[config.mk]
export PLATFORM = sky130hd
export DESIGN_NAME = bus_ready_idle
export DESIGN_NICKNAME = d
export VERILOG_FILES = /design/src/logic/bus_ready_idle.v
export VERILOG_INCLUDE_DIRS = /design/src /design/src/logic
export SDC_FILE = /design/constraint.sdc
export NUM_CORES = 1
export LEC_CHECK = 0
export BUFFER_PORTS_ARGS = -buffer_cell sky130_fd_sc_hd__buf_2
export CORE_MARGIN = 2
export CORE_UTILIZATION = 52
export DETAILED_ROUTE_END_ITERATION = 7
export PLACE_DENSITY = 0.9
export SYNTH_ARGS = -nofsm -noshare
export SYNTH_HDL_FRONTEND = slang
export SYNTH_SLANG_ARGS = --single-unit
[constraint.sdc]
create_clock -name clk_sys_i -period 2.5 [get_ports clk_sys_i]
set_input_delay 0.375 -clock clk_sys_i [delete_from_list [all_inputs] [get_ports clk_sys_i]]
set_output_delay 0.375 -clock clk_sys_i [all_outputs]
set_load 0.01 [all_outputs]
[src/logic/bus_ready_defs.vh]
// Purpose: Constants for the bus ready sampling and idle control block
// Assumes: Included by bus_ready_idle.v only
// Notes: Status codes are the raw bus_cycle_status levels
`ifndef BUS_READY_DEFS_VH
`define BUS_READY_DEFS_VH

// ----------------------------------------
// T-state codes
// ----------------------------------------
`define TS_IDLE 3'h0
`define TS_T1 3'h1
`define TS_T2 3'h2
`define TS_T3 3'h3
`define TS_T4 3'h4

// ----------------------------------------
// Bus cycle status codes
// ----------------------------------------
`define ST_INTA 3'h0
`define ST_IORD 3'h1
`define ST_IOWR 3'h2
`define ST_HALT 3'h3
`define ST_FETCH 3'h4
`define ST_MEMRD 3'h5
`define ST_MEMWR 3'h6
`define ST_PASSIVE 3'h7

// ----------------------------------------
// Widths and reset values
// ----------------------------------------
`define ADDR_W 20
`define PORT_W 16
`define ADDR_RST 20'h00000
`define DATA_RST 16'h0000

`endif

[src/logic/bus_ready_idle.v]
// Purpose: Ready sampling, wait-state and idle-state control of a bus interface unit
// Assumes: clk_sys_i is twice the bus clock rate; bus_clock_output is made by division
// Notes: Each T-state is two system clocks: phase 1 (output low) then phase 2 (high)
//
// Behaviour
// - Async ready sampled on phase 2 edge, then again with first stage on phase 1.
// - Async path ready only if active before both phase 2 and phase 1 edges.
// - Async path not ready if inactive before either edge.
// - Sync ready taken by one stage on the phase 1 edge.
// - Sync path ready exactly when sync ready was active before phase 1 edge.
// - Idle states only between bus cycles, for any length.
// - Idle on full queue, address calculation, inta/lock idle, halt or wait.
// - Idle after read floats the address/data bus.
// - Idle after write keeps driving the address/data bus.
// - Strobes inactive throughout idle; ALE for the next cycle is raised only in T1.
// - Four cycle kinds: read, write, interrupt acknowledge, halt.
// - I/O read puts port on low sixteen bits, upper four bits zero.
// - Prefetch is started by a request like other cycles and loads read data into the queue.
// - Memory read uses all twenty address bits.
// - T-state spans falling edge to falling edge; low half phase 1.
// - Ready if either input ready; not ready only when both inactive.
// - Wait states after T3, before T4, repeating until ready.
`timescale 1ns/100ps
`include "bus_ready_defs.vh"

module bus_ready_idle #(
  parameter ADDR_W = `ADDR_W
) (
  input wire clk_sys_i,
  input wire nrst_i,
  input wire ce_i,
  input wire async_ready_in_i,
  input wire sync_ready_in_i,
  input wire req_valid_i,
  input wire [2:0] req_status_i,
  input wire [ADDR_W-1:0] req_addr_i,
  input wire [15:0] req_wdata_i,
  input wire queue_full_i,
  input wire ea_calc_i,
  input wire lock_idle_i,
  input wire halt_wait_i,
  input wire [15:0] ad_in_i,
  output wire req_ready_o,
  output reg bus_clock_output_o,
  output reg [2:0] bus_cycle_status_o,
  output reg ale_o,
  output reg rd_n_o,
  output reg wr_n_o,
  output reg [3:0] upper_address_bits_o,
  output reg [15:0] ad_out_o,
  output reg ad_oe_o,
  output reg [2:0] tstate_o,
  output reg wait_tstate_o,
  output reg idle_tstate_o,
  output reg bus_ready_o,
  output reg [15:0] rdata_o,
  output reg rdata_valid_o,
  output reg queue_load_o
);

  reg phase2_r;
  reg [2:0] ts_r;
  reg [2:0] kind_r;
  reg [ADDR_W-1:0] addr_r;
  reg [15:0] wdata_r;
  reg last_write_r;
  reg ard_m_r;
  reg ard_s_r;
  reg srd_m_r;
  reg srd_s_r;
  reg ard_p2_r;
  reg ard_p1_r;
  reg srd_p1_r;
  wire ready_w;
  wire is_read_w;
  wire is_write_w;
  wire idle_cause_w;
  wire start_w;

  // ----------------------------------------
  // Pin synchronisers
  // ----------------------------------------
  // Two flops ahead of the ready latches; adds fixed latency only
  always @(posedge clk_sys_i or negedge nrst_i) begin
    if (!nrst_i) begin
      ard_m_r <= 1'b0;
      ard_s_r <= 1'b0;
      srd_m_r <= 1'b0;
      srd_s_r <= 1'b0;
    end else if (ce_i) begin
      ard_m_r <= async_ready_in_i;
      ard_s_r <= ard_m_r;
      srd_m_r <= sync_ready_in_i;
      srd_s_r <= srd_m_r;
    end
  end

  // ----------------------------------------
  // Ready latches
  // ----------------------------------------
  always @(posedge clk_sys_i or negedge nrst_i) begin
    if (!nrst_i) begin
      ard_p2_r <= 1'b0;
      ard_p1_r <= 1'b0;
      srd_p1_r <= 1'b0;
    end else if (ce_i) begin
      if (!phase2_r) begin
        ard_p2_r <= ard_s_r;
      end else begin
        ard_p1_r <= ard_s_r & ard_p2_r;
        srd_p1_r <= srd_s_r;
      end
    end
  end

  assign ready_w = ard_p1_r | srd_p1_r;

  assign is_read_w = (kind_r == `ST_IORD) || (kind_r == `ST_FETCH) ||
                     (kind_r == `ST_MEMRD) || (kind_r == `ST_INTA);
  assign is_write_w = (kind_r == `ST_IOWR) || (kind_r == `ST_MEMWR);
  assign idle_cause_w = queue_full_i | ea_calc_i | lock_idle_i | halt_wait_i;
  assign start_w = req_valid_i && !idle_cause_w && (req_status_i != `ST_PASSIVE) &&
                   ((ts_r == `TS_IDLE) || (ts_r == `TS_T4));
  assign req_ready_o = ce_i && phase2_r && start_w;

  // ----------------------------------------
  // T-state sequencer
  // ----------------------------------------
  always @(posedge clk_sys_i or negedge nrst_i) begin
    if (!nrst_i) begin
      phase2_r <= 1'b0;
      ts_r <= `TS_IDLE;
      kind_r <= `ST_PASSIVE;
      addr_r <= `ADDR_RST;
      wdata_r <= `DATA_RST;
      last_write_r <= 1'b0;
      bus_clock_output_o <= 1'b0;
      bus_ready_o <= 1'b0;
      wait_tstate_o <= 1'b0;
    end else if (ce_i) begin
      phase2_r <= ~phase2_r;
      bus_clock_output_o <= ~phase2_r;
      if (phase2_r) begin
        wait_tstate_o <= 1'b0;
        case (ts_r)
          `TS_IDLE,
          `TS_T4: begin
            if (start_w) begin
              ts_r <= `TS_T1;
              kind_r <= req_status_i;
              addr_r <= req_addr_i;
              wdata_r <= req_wdata_i;
            end else begin
              if (ts_r == `TS_T4) begin
                last_write_r <= is_write_w;
              end
              ts_r <= `TS_IDLE;
              kind_r <= `ST_PASSIVE;
            end
          end
          `TS_T1: ts_r <= (kind_r == `ST_HALT) ? `TS_IDLE : `TS_T2;
          `TS_T2: ts_r <= `TS_T3;
          `TS_T3: begin
            bus_ready_o <= ready_w;
            if (ready_w) begin
              ts_r <= `TS_T4;
            end else begin
              wait_tstate_o <= 1'b1;
            end
          end
          default: ts_r <= `TS_IDLE;
        endcase
      end
    end
  end

  // ----------------------------------------
  // Bus pins and data capture
  // ----------------------------------------
  always @(posedge clk_sys_i or negedge nrst_i) begin
    if (!nrst_i) begin
      bus_cycle_status_o <= `ST_PASSIVE;
      ale_o <= 1'b0;
      rd_n_o <= 1'b1;
      wr_n_o <= 1'b1;
      upper_address_bits_o <= 4'h0;
      ad_out_o <= `DATA_RST;
      ad_oe_o <= 1'b0;
      tstate_o <= `TS_IDLE;
      idle_tstate_o <= 1'b1;
      rdata_o <= `DATA_RST;
      rdata_valid_o <= 1'b0;
      queue_load_o <= 1'b0;
    end else if (ce_i) begin
      tstate_o <= ts_r;
      idle_tstate_o <= (ts_r == `TS_IDLE);
      rdata_valid_o <= 1'b0;
      queue_load_o <= 1'b0;
      bus_cycle_status_o <= (ts_r == `TS_T1 || ts_r == `TS_T2 || ts_r == `TS_T3) ?
                            kind_r : `ST_PASSIVE;
      ale_o <= (ts_r == `TS_T1) && !phase2_r;
      rd_n_o <= !(is_read_w && kind_r != `ST_INTA &&
                  (ts_r == `TS_T2 || ts_r == `TS_T3));
      wr_n_o <= !(is_write_w && (ts_r == `TS_T2 || ts_r == `TS_T3));
      case (ts_r)
        `TS_T1: begin
          ad_oe_o <= (kind_r != `ST_HALT) && (kind_r != `ST_INTA);
          ad_out_o <= addr_r[15:0];
          if (kind_r == `ST_IORD || kind_r == `ST_IOWR) begin
            upper_address_bits_o <= 4'h0;
          end else begin
            upper_address_bits_o <= addr_r[ADDR_W-1:ADDR_W-4];
          end
        end
        `TS_T2,
        `TS_T3: begin
          ad_oe_o <= is_write_w;
          ad_out_o <= is_write_w ? wdata_r : ad_out_o;
        end
        `TS_T4: begin
          ad_oe_o <= is_write_w;
          if (is_read_w && phase2_r == 1'b0) begin
            rdata_o <= ad_in_i;
            rdata_valid_o <= 1'b1;
            queue_load_o <= (kind_r == `ST_FETCH);
          end
        end
        default: begin
          ad_oe_o <= last_write_r;
        end
      endcase
    end
  end

endmodule

Word level (Yosys, flattened, before mapping)
Index checks and enable logic that the tools add are counted.

operators by class
  eq/ne operators = 14
  muxes and demuxes = 16
  bitwise gates (word level) = 7
  reductions and logical operators = 41

operators by type and width
  kind                number
  $pmux 16 s2         1
  $mux 16             1
  $reduce_and 3->1    5
  $eq 3x2->1 const B  4
  $eq 3x3->1 const B  4
  $pmux 3 s4          1
  $logic_and 1x1->1   11
  $logic_or 1x1->1    9
  $mux 3              3
  $mux 1              7
  $eq 3x1->1 const B  2
  $logic_not 3->1     2
  $reduce_and 2->1    3
  $reduce_and 5->1    1
  $logic_not 1->1     4
  $mux 4              1
  $ne 2x2->1 const B  2
  $or 1x1->1          4
  $reduce_and 4->1    1
  $reduce_or 2->1     2
  $ne 3x2->1 const B  1
  $ne 3x3->1 const B  1
  $reduce_bool 3->1   1
  $reduce_or 3->1     1
  5 further kinds     6

storage, ports and cells
  bits in registers = 102
  bits of input ports = 65
  output and inout port bits = 53
  logic and storage cells = 105

Longest topological paths before layout
  depth in word-level cells = 9
  gate-level depth with buffers = 5

Worst setup path after synthesis
OpenSTA, ideal clock, no wires.

  path type = input port to flip-flop
  start = input queue_full_i
  end = register addr_r[0]
  setup time = 127 ps
  arrival time = 1,801 ps
  required time = 2,373 ps
  path slack = 572 ps
  stages = 5
  path buffers = 2
  cells stage by stage = or4b_4 > nor4_4 > buf_6 > buf_6 > mux2_1

between the ends
  cells in the longest elaborated chain, start to end = 8

ends and longest elaborated chain
  element                            RTL line              text
  from (decl)                        bus_ready_idle.v:38   input wire queue_full_i,
  $or 1x1->1 (3 in a row)            bus_ready_idle.v:121  assign idle_cause_w = queue_full_i | ea_calc_i | lock_idle_i | halt_wait_i;
  $logic_not 1->1                    bus_ready_idle.v:122  assign start_w = req_valid_i && !idle_cause_w && (req_status_i != `ST_PASSIVE) &&
  $logic_and 1x1->1 (3 in a row)     bus_ready_idle.v:122
  $reduce_and 4->1 (no source line)  n/a
  to (signal assigned)               bus_ready_idle.v:134  addr_r <= `ADDR_RST;
  to (signal assigned)               bus_ready_idle.v:151  addr_r <= req_addr_i;
  to (decl)                          bus_ready_idle.v:64   reg [ADDR_W-1:0] addr_r;

No other way between the ends.
A chain may end at the register's enable or synchronous reset.

Worst setup path in the final report
  start = register phase2_r
  end = output req_ready_o

between the ends
  cells in the longest elaborated chain, start to end = 2

ends and longest elaborated chain
  element                         RTL line              text
  from (decl)                     bus_ready_idle.v:61   reg phase2_r;
  from (signal assigned)          bus_ready_idle.v:141  phase2_r <= ~phase2_r;
  $logic_and 1x1->1 (2 in a row)  bus_ready_idle.v:124  assign req_ready_o = ce_i && phase2_r && start_w;
  to (decl)                       bus_ready_idle.v:43   output wire req_ready_o,

No other way between the ends.

==> out/results.tsv <==
metric	value	unit
status	finished, final reports clean	
LEAKAGE	2.71	nW
Synth async-reset ratio	1.00	
crit path DAT	1.95	ns
Setup crit end kind	primary output	
Synth Warn #	0	
pwr dens	933	nW/um2
Clk pwr share	0.200	
grt met2 use	0.327	
Max Cap Viol	0	
area of the multi-input gates	1590	um2
GRT overflow	0	
Initial Util	0.545	
Post-CTS Setup Inserts	0	
P&R area growth vs syn	21.0	%
first-pass GRT wire length	13600	um
setup ws final	0.172	ns
First DRT Iteration DRCs	147	
CP delay by family, top	simple AND/OR/NAND/NOR gates	
vias in the first global route	2828	
area leader, netlist	dfrtp_1	
Power Total	4.80	mW
final hold vios	0	
period utilization	0.931	
vias	2782	
final setup fails	0	
hold_ws	0.0220	ns
Mapped Cells	302	
sequential share of power	0.494	
crit-path cells	nand4bb_2 > nor4_4 > buf_12 > buf_2	
DRT antenna net count	0	
Synth cell types	41	
die area	8920	um2
Final Util	0.659	
count of input and output buffers	117	
Int Power	3.22	mW
routing usage on met1	0.259	
Top-Level Pins	118	
Layout fillers	597	
Core Rows	32	
drc violations	0	
CTS tree	built	
clk slew on worst S/H paths	0.10	ns
post_cts resized	0	
chip height	94.5	um
Worst Tran Pin Value	0.634	ns
Data required, critical path	2.12	ns
Max IR drop VDD	0.477	mV
Final Instance Area	5150	um2
deepest clock path buffer count	2	
post-DP HPWL	5920	um
critical path class	flop to primary output	
Top FF cell, synth	dfrtp_1	
nets@finish	487	
share of cells above drive strength 1	0.536	
P_sw	1.59	mW
worst-path fanout max	38	
Register-to-Register Path Depth	4	
Slew HR	0.577	
htree depth	3	
drt total wl	8460	um
Placed Area	4960	um2
Placed Cells	513	
Critical Path Slowest Stage Cell	dfrtp_1	
Post-Syn Nets	367	
RSZ-0062 raised after global routing	false	
CP Depth	4	
RePlAce Congestion	0.772	
Comb power frac	0.306	
f_max	0.430	GHz
chip width	94.5	um
clock latency on the worst-skew pair	0.36	ns
EDFF count, synth	0	
WL/cell	16.0	um
core box area	7810	um2
vias per cell	5.26	
Synth top area share	0.547	
pre-CTS WS	0.343	ns
Seq cells post-synth	102	
most crowded layer after global routing	met2	
CTS Buf Count	9	
sequential area share after synthesis	0.603	
fin. max-slew vios	0	
Post-Syn Area	4250	um2
largest net degree at the start of global routing	53	
final worst clock skew	0.0124	ns
Final Critical Period	2.33	ns
CP bufs+invs	2	
setup_tns	0	ns
switching share of power	0.330	
CTS Root Cell	clkbuf_8	
diode count	0	
syn avg cell area	14.1	um2
hold-fix buffers at CTS	0	
initial antenna violation count	0	
Final Non-Filler Cells	529	
register area	2560	um2
GR Layer Usage met3	0.0447	
Worst setup SP type	flop	
Sink Count	102	
max incr delay on CP	0.52	ns
gr usage total	0.201	
Hold Path Class	primary input to async pin	
synth top area cells	dfrtp_1 55%, mux2_2 20%, dfstp_2 5.6%	
detailed-router iteration count before antenna repair	4	
path summary, 6_finish.rpt:
path | startpoint | endpoint | slack, ns
worst max-delay path | phase2_r$_DFFE_PN0P_ | req_ready_o | 0.17
worst min-delay path | nrst_i | rdata_o[1]$_DFFE_PN0P_ | 0.02
worst max register to register | phase2_r$_DFFE_PN0P_ | addr_r[14]$_DFFE_PN0P_ | 0.60
worst min register to register | srd_p1_r$_DFFE_PN0P_ | wait_tstate_o$_DFFE_PN0P_ | 0.47
max in group asynchronous | nrst_i | wr_n_o$_DFFE_PN1P_ | 1.72
min in group clk_sys_i | req_wdata_i[14] | wdata_r[14]$_DFFE_PN0P_ | 0.22
cell usage in the layout, fill, tap and decap left out, drive strengths merged, types with 3 or more instances in the layout:
cell type	Yosys	final
a21oi	9	9
buf	11	125
clkbuf	5	9
clkinv	0	3
dfrtp	93	93
dfstp	9	9
inv	5	8
mux2	95	95
nand2	11	11
nand2b	4	4
nor2	17	17
nor2b	3	3
nor3	3	3
o21ai	7	7
o2bb2ai	4	4
kinds of logic (layout without fill, tap and decap cells):
| group | after synthesis | in the layout | synth area share |
|---|---|---|---|
| buffers and inverters | 21 | 146 | 0.0259 |
| DFF | 102 | 102 | 0.603 |
| and+or+nand+nor | 50 | 50 | 0.0656 |
| muxes | 95 | 95 | 0.251 |
| xor gates and xnor gates | 2 | 2 | 0.00412 |
| AOI/OAI and AO/OA | 32 | 32 | 0.0503 |
final cells by class:
type	instances	share of cell area
Clock buffer	9	0.0241
Inverter	5	0.00365
Sequential cell	102	0.498
Clock inverter	7	0.0109
Timing Repair Buffer	125	0.131
Multi-Input combinational cell	179	0.308
Tap cell	102	0.0248
routing by layer:
| layer | share of wire | vias to the layer above |
|---|---|---|
| met4 | 0.018 | 0 |
| met1 | 0.42 | 1389 |
| met2 | 0.51 | 74 |
| met5 | 0 | - |
| met3 | 0.052 | 14 |
| li1 | - | 1305 |
flip-flops by register name (all words and copies together), names as in the netlist, 3 cells and up:
register and flops:
wdata_r 16, addr_r 20, kind_r 3, bus_cycle_status_o 3
ad_out_o 16, tstate_o 3, ts_r 3, rdata_o 16
upper_address_bits_o 4
cells in the mapped netlist (4+ instances only):
library cell  count
a21oi_1           8
inv_1             5
buf_2             4
nand2_1          11
clkbuf_1          5
o2bb2ai_1         4
mux2_2           75
mux2_1           20
o21ai_0           7
nand2b_1          4
dfstp_2           9
dfrtp_1          93
nor2_1           17
power groups by stage:
stage | clock network [mW] | registers [mW] | logic, mW
2_1_floorplan | 0 | 2.46 | 0.805
3_3_place_gp | 0 | 2.37 | 1.43
3_5_place_dp | 0 | 2.40 | 1.49
4_1_cts | 0.978 | 2.37 | 1.49
5_1_grt | 1.05 | 2.43 | 1.60
6_report | 0.959 | 2.37 | 1.47
No activity file was read; power rests on OpenSTA's default activity.
